$ cat config.mk
export PLATFORM = sky130hd
export DESIGN_NAME = link_host_control_regs
export DESIGN_NICKNAME = d
export VERILOG_FILES = /design/src/link_host_pkg.sv /design/src/link_host_control_regs.sv
export SDC_FILE = /design/constraint.sdc
export NUM_CORES = 1
export LEC_CHECK = 0
export BUFFER_PORTS_ARGS = -buffer_cell sky130_fd_sc_hd__buf_2
export CELL_PAD_IN_SITES_DETAIL_PLACEMENT = 1
export CELL_PAD_IN_SITES_GLOBAL_PLACEMENT = 1
export CORE_AREA = 2 2 111 113
export CTS_BUF_LIST = sky130_fd_sc_hd__clkbuf_4 sky130_fd_sc_hd__clkbuf_8 sky130_fd_sc_hd__clkbuf_16
export DETAILED_ROUTE_END_ITERATION = 10
export DIE_AREA = 0 0 113 115
export PLACE_DENSITY = 0.6
export SLEW_MARGIN = 30
export SYNTH_ARGS = -nofsm -noshare
export SYNTH_HDL_FRONTEND = slang
export SYNTH_SLANG_ARGS = --single-unit
$ cat constraint.sdc
create_clock -name i_ref_clk -period 5.6 [get_ports i_ref_clk]
set_input_delay 0.28 -clock i_ref_clk [delete_from_list [all_inputs] [get_ports i_ref_clk]]
set_output_delay 0.28 -clock i_ref_clk [all_outputs]
set_load 0.01 [all_outputs]
$ cat src/link_host_pkg.sv
package link_host_pkg;

  // Register offsets
  localparam logic [11:0] HC_SET_OFS   = 12'h050;
  localparam logic [11:0] HC_CLR_OFS   = 12'h054;
  localparam logic [11:0] SID_BASE_OFS = 12'h064;

  // Offsets that live behind the PHY-side clock
  localparam logic [11:0] PHY_LO_FIRST = 12'h0DC;
  localparam logic [11:0] PHY_LO_LAST  = 12'h0F0;
  localparam logic [11:0] PHY_HI_FIRST = 12'h100;
  localparam logic [11:0] PHY_HI_LAST  = 12'h11C;

  // Host control field positions
  localparam int BIT_PERMIT = 23;
  localparam int BIT_ENH    = 22;
  localparam int BIT_LPS    = 19;
  localparam int BIT_PWE    = 18;
  localparam int BIT_LINK   = 17;
  localparam int BIT_SRST   = 16;

  // Self-ID base: 2K-byte alignment
  localparam int SID_LOW_BITS = 11;
  localparam logic [20:0] SID_BASE_RST = 21'h000000;

  // Read answers
  localparam logic [31:0] ALL_ONES = 32'hFFFFFFFF;
  localparam logic [31:0] ZERO_WORD = 32'h00000000;

  // Software reset duration
  localparam int CLK_PERIOD_NS = 20;
  localparam int SRST_TIME_NS  = 200;
  localparam int SRST_CYCLES   = (SRST_TIME_NS + CLK_PERIOD_NS - 1) / CLK_PERIOD_NS;
  localparam logic [7:0] SRST_LAST = 8'(SRST_CYCLES - 1);

  typedef struct packed {
    logic permit;
    logic enh;
    logic link_power_status;
    logic pwe;
    logic link;
    logic srst;
  } host_ctrl_t;

  localparam host_ctrl_t HC_RST = '{permit: 1'b1, enh: 1'b0, link_power_status: 1'b0,
                                    pwe: 1'b0, link: 1'b0, srst: 1'b0};

  typedef struct packed {
    logic        req;
    logic        wr;
    logic [11:0] addr;
    logic [31:0] wdata;
  } reg_req_t;

  typedef struct packed {
    logic        ack;
    logic        abort;
    logic [31:0] rdata;
  } reg_rsp_t;

endpackage

$ cat src/link_host_control_regs.sv
`timescale 1ns/1ns
module link_host_control_regs (
  // Clock and reset
  input  wire logic                   i_ref_clk,
  input  wire logic                   i_rst_n,
  // Register access
  input  wire link_host_pkg::reg_req_t i_req,
  output      link_host_pkg::reg_rsp_t o_rsp,
  // PHY clock status pin and PCI configuration bit
  input  wire logic                   i_phy_sclk_active,
  input  wire logic                   i_suppress_target_abort,
  // Serial EEPROM load
  input  wire logic                   i_cfg_load,
  input  wire logic                   i_cfg_phy_permit,
  // Control towards the link
  output      logic                   o_phy_comm_enable,
  output      logic                   o_phy_enhance_use,
  output      logic                   o_posted_write_allow,
  output      logic                   o_link_attached,
  output      logic                   o_soft_reset_busy,
  output      logic [31:0]            o_self_id_base
);

  logic [1:0]                rst_pipe;
  logic                      rst_n_sync;
  logic [1:0]                sclk_pipe;
  logic                      sclk_ok;
  link_host_pkg::host_ctrl_t hc;
  link_host_pkg::host_ctrl_t next_hc;
  logic [20:0]               sid;
  logic [20:0]               next_sid;
  logic [7:0]                cnt;
  logic [7:0]                next_cnt;
  link_host_pkg::reg_rsp_t   next_rsp;

  function automatic logic [31:0] hc_word(input link_host_pkg::host_ctrl_t h);
    logic [31:0] w;
    w = link_host_pkg::ZERO_WORD;  // Reserved bits stay zero
    w[link_host_pkg::BIT_PERMIT] = h.permit;
    w[link_host_pkg::BIT_ENH]    = h.enh;
    w[link_host_pkg::BIT_LPS]    = h.link_power_status;
    w[link_host_pkg::BIT_PWE]    = h.pwe;
    w[link_host_pkg::BIT_LINK]   = h.link;
    w[link_host_pkg::BIT_SRST]   = h.srst;
    return w;
  endfunction

  function automatic logic in_phy_domain(input logic [11:0] a);
    return (a >= link_host_pkg::PHY_LO_FIRST && a <= link_host_pkg::PHY_LO_LAST) ||
           (a >= link_host_pkg::PHY_HI_FIRST && a <= link_host_pkg::PHY_HI_LAST);
  endfunction

  // Reset release synchroniser
  always_ff @(posedge i_ref_clk or negedge i_rst_n) begin
    if (!i_rst_n) begin
      rst_pipe <= 2'h0;
    end else begin
      rst_pipe <= {rst_pipe[0], 1'b1};
    end
  end
  assign rst_n_sync = rst_pipe[1];

  // PHY clock status comes from a pin, so it is synchronised first
  always_ff @(posedge i_ref_clk or negedge rst_n_sync) begin
    if (!rst_n_sync) begin
      sclk_pipe <= 2'h0;
    end else begin
      sclk_pipe <= {sclk_pipe[0], i_phy_sclk_active};
    end
  end
  assign sclk_ok = sclk_pipe[1];

  always_comb begin
    next_hc  = hc;
    next_sid = sid;
    next_cnt = cnt;
    next_rsp = '0;
    if (i_req.req) begin
      if (in_phy_domain(i_req.addr) && !sclk_ok) begin
        if (i_suppress_target_abort) begin
          next_rsp.ack   = 1'b1;
          next_rsp.rdata = link_host_pkg::ALL_ONES;
        end else begin
          next_rsp.abort = 1'b1;
        end
      end else begin
        next_rsp.ack = 1'b1;
        case (i_req.addr)
          link_host_pkg::HC_SET_OFS: begin
            next_rsp.rdata = hc_word(hc);
            if (i_req.wr) begin
              // Enhancement use is not gated; software keeps the permit and link checks
              next_hc.enh  = hc.enh  | i_req.wdata[link_host_pkg::BIT_ENH];
              next_hc.link_power_status  = hc.link_power_status  | i_req.wdata[link_host_pkg::BIT_LPS];
              next_hc.pwe  = hc.pwe  | i_req.wdata[link_host_pkg::BIT_PWE];
              next_hc.link = hc.link | i_req.wdata[link_host_pkg::BIT_LINK];
              next_hc.srst = hc.srst | i_req.wdata[link_host_pkg::BIT_SRST];
            end
          end
          link_host_pkg::HC_CLR_OFS: begin
            next_rsp.rdata = hc_word(hc);
            if (i_req.wr) begin
              next_hc.enh  = hc.enh  & ~i_req.wdata[link_host_pkg::BIT_ENH];
              next_hc.link_power_status  = hc.link_power_status  & ~i_req.wdata[link_host_pkg::BIT_LPS];
              next_hc.pwe  = hc.pwe  & ~i_req.wdata[link_host_pkg::BIT_PWE];
              next_hc.link = hc.link & ~i_req.wdata[link_host_pkg::BIT_LINK];
            end
          end
          link_host_pkg::SID_BASE_OFS: begin
            next_rsp.rdata = {sid, 11'h000};
            if (i_req.wr) begin
              next_sid = i_req.wdata[31:link_host_pkg::SID_LOW_BITS];
            end
          end
          default: begin
            next_rsp.rdata = link_host_pkg::ZERO_WORD;
          end
        endcase
      end
    end
    if (i_cfg_load) begin
      next_hc.permit = i_cfg_phy_permit;
    end
    // Software reset holds every field but the reset bit at its default; the EEPROM-loaded bit is kept
    if (hc.srst) begin
      next_hc        = link_host_pkg::HC_RST;
      next_hc.permit = i_cfg_load ? i_cfg_phy_permit : hc.permit;
      next_sid       = link_host_pkg::SID_BASE_RST;
      if (cnt == link_host_pkg::SRST_LAST) begin
        next_hc.srst = 1'b0;
        next_cnt     = 8'h00;
      end else begin
        next_hc.srst = 1'b1;
        next_cnt     = cnt + 8'h01;
      end
    end
  end

  // Suppress-abort input sits outside; software reset never touches it
  always_ff @(posedge i_ref_clk or negedge rst_n_sync) begin
    if (!rst_n_sync) begin
      hc    <= link_host_pkg::HC_RST;
      sid   <= link_host_pkg::SID_BASE_RST;
      cnt   <= 8'h00;
      o_rsp <= '0;
    end else begin
      hc    <= next_hc;
      sid   <= next_sid;
      cnt   <= next_cnt;
      o_rsp <= next_rsp;
    end
  end

  assign o_phy_comm_enable    = hc.link_power_status;
  assign o_phy_enhance_use    = hc.enh;
  assign o_posted_write_allow = hc.pwe;
  assign o_link_attached      = hc.link & ~hc.srst;
  assign o_soft_reset_busy    = hc.srst;
  assign o_self_id_base       = {sid, 11'h000};

  localparam int SRST_HOLD = link_host_pkg::SRST_CYCLES;
  localparam int SRST_TAIL = SRST_HOLD - 7;

  // The hold check counts eight busy cycles before its tail; the counter is eight bits
  if (SRST_HOLD < 8 || SRST_HOLD > 256) begin : g_srst_range
    $error("software reset length out of range");
  end
endmodule

==> reports/metrics.cfg, run 1 <==
[status]
status = finished, violations left
violations = design-rule violations

[synthesis]
synth_xor_area_frac = 0.0126
yosys.area.top_type = dfrtp_1
synthMuxAreaShare = 0.0221
synthArstFlopShare = 1.00
netlist_instances = 275
ys_seq_area_frac = 0.570
syn_area_mm2 = 0.00277
synth_edf_count = 0
synthFlopType = dfrtp_1
synth_seq_cells = 63
yosys.area_share.simple = 0.206
synth_top_area_share = 0.560
synth_top_family_by_area = simple AND/OR/NAND/NOR gates
synthAdderAreaFrac = 0.00903
syn_avg_cell_area_um2 = 10.1
synth_compound_area_frac = 0.0899
yosys_warnings = 0
synth_area_leaders = dfrtp_1 56%, nand2_1 12%, buf_4 5.7%
yosysUniqueCellTypes = 43

[timing]
min_period_over_period = 0.323
skew_ns = 0.00806
setup_viol = 0
finalMaxSlewViolations = 0
rsz0062_at_grt = no
hold_viol_final = 0
fin_tns_setup_ns = 0
relSlewSlack = 0.410
timing.fmax_mhz = 553
tightest_slew_ns = 0.878
fin_crit_ns = 1.81

[drt]
ant_nets = 0
vias = 2286
wl_um = 7590
drtPass1Iterations = 7
wl_per_cell_um = 14.6
drt-initial-drc-count = 102
drc = 9
avgViaCountPerCell = 4.40

[floorplanning]
start_util = 0.235
chipWidth_um = 113
pin_count = 123
row_count = 40
die_h_um = 115
core_mm2 = 0.0118
dieArea_mm2 = 0.0130

[worst_setup_path]
cp-start-kind = input pin
end_kind = flip-flop
critPathArrivalTime_ns = 2.06
crit_fanout = 16
ff2ff_setup_slack_ns = 4.04
crit_type = in -> reg
worstPathRequired_ns = 5.85

[global_routing]
antenna_found_initial = 0
grt_pass1_vias = 2346
grt_first_pass_wirelength_um = 12100
grt_max_degree = 62
grt-ovfl-total = 0
grtUsageTotal = 0.120

[cells_and_area]
final_cells = 520
fin_util = 0.308
drive_gt1_frac = 0.351
antenna_cells = 0
layout.nets = 423
synthToLayoutAreaGrowth_pct = 31.3

[cts]
clockBufferDepth = 2
cts_tree = done
cts_root_buffer = clkbuf_16
htreeDepth = 3
clock_latency_ns = 0.32
clk_transition_reported_paths_ns = 0.05
cts_sinks = 63
cts_buffers = 9

[power_and_ir_drop]
fin_total_pwr_mw = 1.06
power_density_mw_per_mm2 = 291
p_leak_nw = 1.93
ir_drop_v = 0.000109

[min_path]
worstHoldPathType = in -> reg

[placement]
port_buffers = 100
dp_cells = 504
dp.final_hpwl_um = 5550
gp_congestion = 0.731

[run]
max-cap-violations = 0

-- synth_stat cells (all sizes together), types with 2 or more instances --
| library cell | instances |
|---|---|
| a21oi | 21 |
| a221o | 6 |
| buf | 27 |
| clkbuf | 6 |
| conb | 2 |
| dfrtp | 62 |
| ha | 2 |
| inv | 6 |
| mux2i | 5 |
| nand2 | 87 |
| nand2b | 2 |
| nand3b | 4 |
| nand4 | 3 |
| nand4b | 2 |
| nor2 | 5 |
| nor4 | 5 |
| o21ai | 4 |
| or3 | 2 |
| or4 | 2 |
| xnor2 | 4 |
-- flip-flops by register name, summed over array words and instances, names as in the netlist --
signal,cells
o_posted_write_allow,1
rst_pipe,2
o_phy_comm_enable,1
o_rsp,24
o_soft_reset_busy,1
sid,21
o_phy_enhance_use,1
sclk_pipe,2
hc,2
cnt,8
-- worst max-delay path, stage by stage --
cell and delay (ns):
buf_2 0.11, or4_1 0.52, a311oi_1 0.35, o21ai_1 0.12, buf_4 0.22, inv_1 0.28, a221o_1 0.17
-- power by group --
group	switching, mW	internal, mW	total (mW)
clock	0.186	0.370	0.556
combinational	0.0263	0.0158	0.0421
sequential	0.00125	0.459	0.461
total	0.214	0.845	1.06
-- logic make-up (layout without fill, tap and decap cells) --
| logic type | after synthesis | count (layout) |
|---|---|---|
| DFF | 63 | 63 |
| xor gates and xnor gates | 4 | 4 |
| other | 2 | 12 |
| muxes | 6 | 6 |
| adders and majority gates | 2 | 2 |
| and+or+nand+nor | 120 | 120 |
| buffers and inverters | 39 | 127 |
| AOI/OAI and AO/OA | 39 | 39 |
-- per-stage QoR --
step,hold WS [ns],instance area (um^2),worst slack (ns)
detailed placement,0.0685,3320,3.47
global route,0.0508,3640,3.73
floorplan,-0.0156,2810,3.72
global placement,0.0661,3320,3.52
finish,0.0634,3640,3.79
CTS,0.0532,3640,3.80
-- layout by cell type, fill, tap and decap left out, types with 2 or more instances in the layout --
master       n
ha_1         2
a221o_1      6
clkbuf_16    9
inv_1        6
nor4_2       3
a21oi_1     21
nor2_1       5
nand4b_1     2
conb_1      12
nand2_1     87
o21ai_0      3
mux2i_1      5
or3_1        2
buf_4        5
nand3b_1     4
nand2b_1     2
clkbuf_8     2
xnor2_1      4
nand4_1      3
buf_2      100
dfrtp_1     61
-- cell type report --
| class | instances | area, um^2 |
|---|---|---|
| flip-flops and latches | 63 | 1580 |
| well taps | 147 | 184 |
| repair buffers | 106 | 548 |
| clock buffers | 12 | 260 |
| clock inverters | 3 | 42.5 |
| fillers | 1381 | 8180 |
| inverters | 6 | 22.5 |
| multi-input cells | 183 | 1000 |
-- final timing paths --
kind | start | endpoint | cells past startpoint
hold reg to reg | sclk_pipe[0]$_DFF_PN0_ | sclk_pipe[1]$_DFF_PN0_ | 0
min in group asynchronous | i_rst_n | rst_pipe[1]$_DFF_PN0_ | 2
hold / removal | i_phy_sclk_active | sclk_pipe[0]$_DFF_PN0_ | 1
setup reg to reg | o_soft_reset_busy$_DFFE_PN0P_ | cnt[7]$_DFFE_PN0P_ | 5
setup / recovery | i_req[33] | o_rsp[22]$_DFF_PN0_ | 7
max in group asynchronous | rst_pipe[1]$_DFF_PN0_ | sid[8]$_DFFE_PN0P_ | 1
-- layer usage --
metal,global-route usage,up-vias,part of all wire
li1,-,1082,-
met1,0.151,1119,0.45
met2,0.200,80,0.48
met3,0.0369,5,0.061
met4,0.0317,0,0.0097
met5,0,-,0
-- what timing repair did --
| item | in CTS | in global routing |
|---|---|---|
| gates resized for setup | 0 | 0 |
| hold endpoints to repair | 2 | 0 |
| setup buffers | 0 | 0 |
| hold buffers | 1 | 0 |
Note: power is estimated with default switching activity, not from simulation.
==> run 2: changes to the inputs <==
--- a/config.mk
+++ b/config.mk
@@ -12,7 +12,7 @@
 export CTS_BUF_LIST = sky130_fd_sc_hd__clkbuf_4 sky130_fd_sc_hd__clkbuf_8 sky130_fd_sc_hd__clkbuf_16
 export DETAILED_ROUTE_END_ITERATION = 10
 export DIE_AREA = 0 0 113 115
-export PLACE_DENSITY = 0.6
+export PLACE_DENSITY = 0.62
 export SLEW_MARGIN = 30
 export SYNTH_ARGS = -nofsm -noshare
 export SYNTH_HDL_FRONTEND = slang
==> constraint.sdc (replaced) <==
create_clock -name i_ref_clk -period 1.6 [get_ports i_ref_clk]
set_input_delay 0.08 -clock i_ref_clk [delete_from_list [all_inputs] [get_ports i_ref_clk]]
set_output_delay 0.08 -clock i_ref_clk [all_outputs]
set_load 0.01 [all_outputs]
==> reports/metrics.cfg, run 2 (synthesis gave the netlist of run 1 again) <==
[cts]
clockBufferDepth = 2  ; unchanged
cts_tree = done
clk_transition_reported_paths_ns = 0.05  ; about the same
clock_latency_ns = 0.32  ; about the same
htreeDepth = 3  ; unchanged
cts_root_buffer = clkbuf_16
cts_sinks = 63  ; unchanged
postCtsSetupBuffers = 0  ; unchanged
cts_buffers = 9  ; unchanged

[timing]
skew_ns = 0.00678  ; -0.00128 ns
min_period_over_period = 0.905
rsz0062_at_grt = no
fin_crit_ns = 1.45
fin_tns_setup_ns = 0  ; unchanged
timing.fmax_mhz = 691
finalMaxSlewViolations = 0  ; unchanged
setup_viol = 0  ; unchanged
hold_viol_final = 0  ; unchanged
layout_setup_ws_ns = 0.153  ; -3.64 ns

[drt]
drc = 10  ; +1
wl_um = 8070  ; +6.3%
drtPass1Iterations = 9  ; +2
drt-initial-drc-count = 68  ; -33%
ant_nets = 0  ; unchanged
vias = 2359  ; +3.2%
avgViaCountPerCell = 4.38  ; -0.26%
wl_per_cell_um = 15.0  ; +2.8%

[placement]
gp_congestion = 0.677  ; -7.4%
dp.final_hpwl_um = 5880  ; +6.0%
port_buffers = 100  ; unchanged
dp_cells = 514  ; +2.0%
dp_slack_ns = -0.148  ; -3.62 ns

[min_path]
min_path_cells = 3  ; +2
whs_endpoint = sid[12]$_DFFE_PN0P_
hold_start = i_req[23]
worstHoldPathType = in -> reg

[power_and_ir_drop]
p_sw_mw = 0.765  ; +260%
pwr-share-seq = 0.431  ; -0.004
comb_power_share = 0.047  ; +0.007
ir_drop_v = 0.000370  ; +240%
power_frac_clock = 0.523  ; -0.002
p_leak_nw = 2.02  ; +4.3%
power_density_mw_per_mm2 = 983  ; +240%
switching_share = 0.204  ; +0.00229
p_int_mw = 2.98  ; +250%

[global_routing]
grt-ovfl-total = 0  ; unchanged
grtUsageTotal = 0.126  ; +0.00605
grt_max_degree = 62  ; unchanged
grt_pass1_vias = 2424  ; +3.3%
grt_first_pass_wirelength_um = 12700  ; +5.0%
antenna_found_initial = 1  ; +1

[floorplanning]
start_util = 0.235  ; unchanged
dieArea_mm2 = 0.0130  ; unchanged
core_mm2 = 0.0118  ; unchanged
chipWidth_um = 113  ; unchanged
die_h_um = 115  ; unchanged
pin_count = 123  ; unchanged
row_count = 40  ; unchanged

[worst_setup_path]
path_buf_inv = 3  ; unchanged
crit_type = reg -> out
worstPathRequired_ns = 1.52  ; -4.33 ns
slowest_delay_ns = 0.54  ; +0.02 ns
crit_top_cell = inv_1
cp-start-kind = flip-flop
critPathArrivalTime_ns = 1.37  ; -0.69 ns
end_kind = primary output
ff2ff_setup_slack_ns = 0.26  ; -3.78 ns
cpLargestDelayFamily = flip-flops
crit_fanout = 11  ; -5
path_cells = inv_1 > nand2_1 > inv_1 > buf_2
worstReg2RegEnd = cnt[2]$_DFFE_PN0P_
r2r_start = cnt[0]$_DFFE_PN0P_
reg2reg_depth = 4  ; -1
crit_slowest_cell = dfrtp_1

[cells_and_area]
synthToLayoutAreaGrowth_pct = 37.5
reg_top3 = o_rsp: 24 flops, sid: 21 flops, cnt: 8 flops
drive_gt1_frac = 0.362  ; +0.0103
final_common_cell = buf_2
final_cells = 538  ; +3.5%
largest_register_ffs = 24  ; unchanged
mostFrequentLayoutCells = 100 x buf_2, 87 x nand2_1, 61 x dfrtp_1
fin_util = 0.322  ; +0.0146
fill_cells = 1361  ; -1.4%
top_register = o_rsp
layout.nets = 440  ; +4.0%

[status]
violations = design-rule violations
status = finished, violations left

[run]
max-cap-violations = 0  ; unchanged

run 2: layout make-up:
cell class	instances	area [um^2]	area share
Clock inverter	3	42.5	0.0112
Multi-Input combinational cell	183	1000	0.262
Timing Repair Buffer	123	718	0.189
Clock buffer	12	260	0.0683
Tap cell	147	184	0.0483
Inverter	6	22.5	0.00591
Sequential cell	63	1580	0.415
Antenna cell	1	2.50	0.000657
run 2: metrics by stage:
step / hold WS [ns] / instance area (um^2) / power [mW]
final: 0.00389 / 3810 / 3.74
after global routing: 0.00353 / 3810 / 3.89
after CTS: 0.000314 / 3810 / 3.80
after detailed placement: -0.132 / 3420 / 1.80
after global placement: -0.135 / 3420 / 1.80
after floorplan: -0.216 / 2810 / 1.72
run 2: worst max path at each step:
stage / start / endpoint / slack [ns] / cells after the start
2_1_floorplan: i_req[41] / sid[10]$_DFFE_PN0P_ / 0.03 / 5
3_3_place_gp: i_req[41] / o_rsp[16]$_DFF_PN0_ / -0.15 / 6
3_5_place_dp: i_req[41] / sid[15]$_DFFE_PN0P_ / -0.15 / 5
4_1_cts: o_soft_reset_busy$_DFFE_PN0P_ / o_link_attached / 0.14 / 4
5_1_grt: o_soft_reset_busy$_DFFE_PN0P_ / o_link_attached / 0.04 / 4
6_report: o_soft_reset_busy$_DFFE_PN0P_ / o_link_attached / 0.15 / 4
run 2: per-layer routing:
metal  global-route usage  vias to the layer above  wire (um)
li1                     -                     1115          -
met1                0.148                     1147       3350
met2                0.221                       88       4030
met3               0.0374                        9        587
met4               0.0415                        0        105
met5                    0                        -          0
run 2: power groups by stage:
stage,Sequential [mW],Clock [mW],Combinational (mW)
floorplan,1.66,0,0.0588
global placement,1.64,0,0.159
detailed placement,1.64,0,0.163
CTS,1.61,2.01,0.179
global route,1.61,2.09,0.194
finish,1.61,1.96,0.175
run 2: tightest hold or removal path, delay by kind of cell:
kind                   cells  cell delay, ns
buffers and inverters      1            0.10
and+or+nand+nor            1            0.05
AOI/OAI and AO/OA          1            0.05
run 2: timing repair:
action	in CTS	in global routing
hold endpoints to repair	9	0
gates resized for setup	0	0
hold buffers	8	0
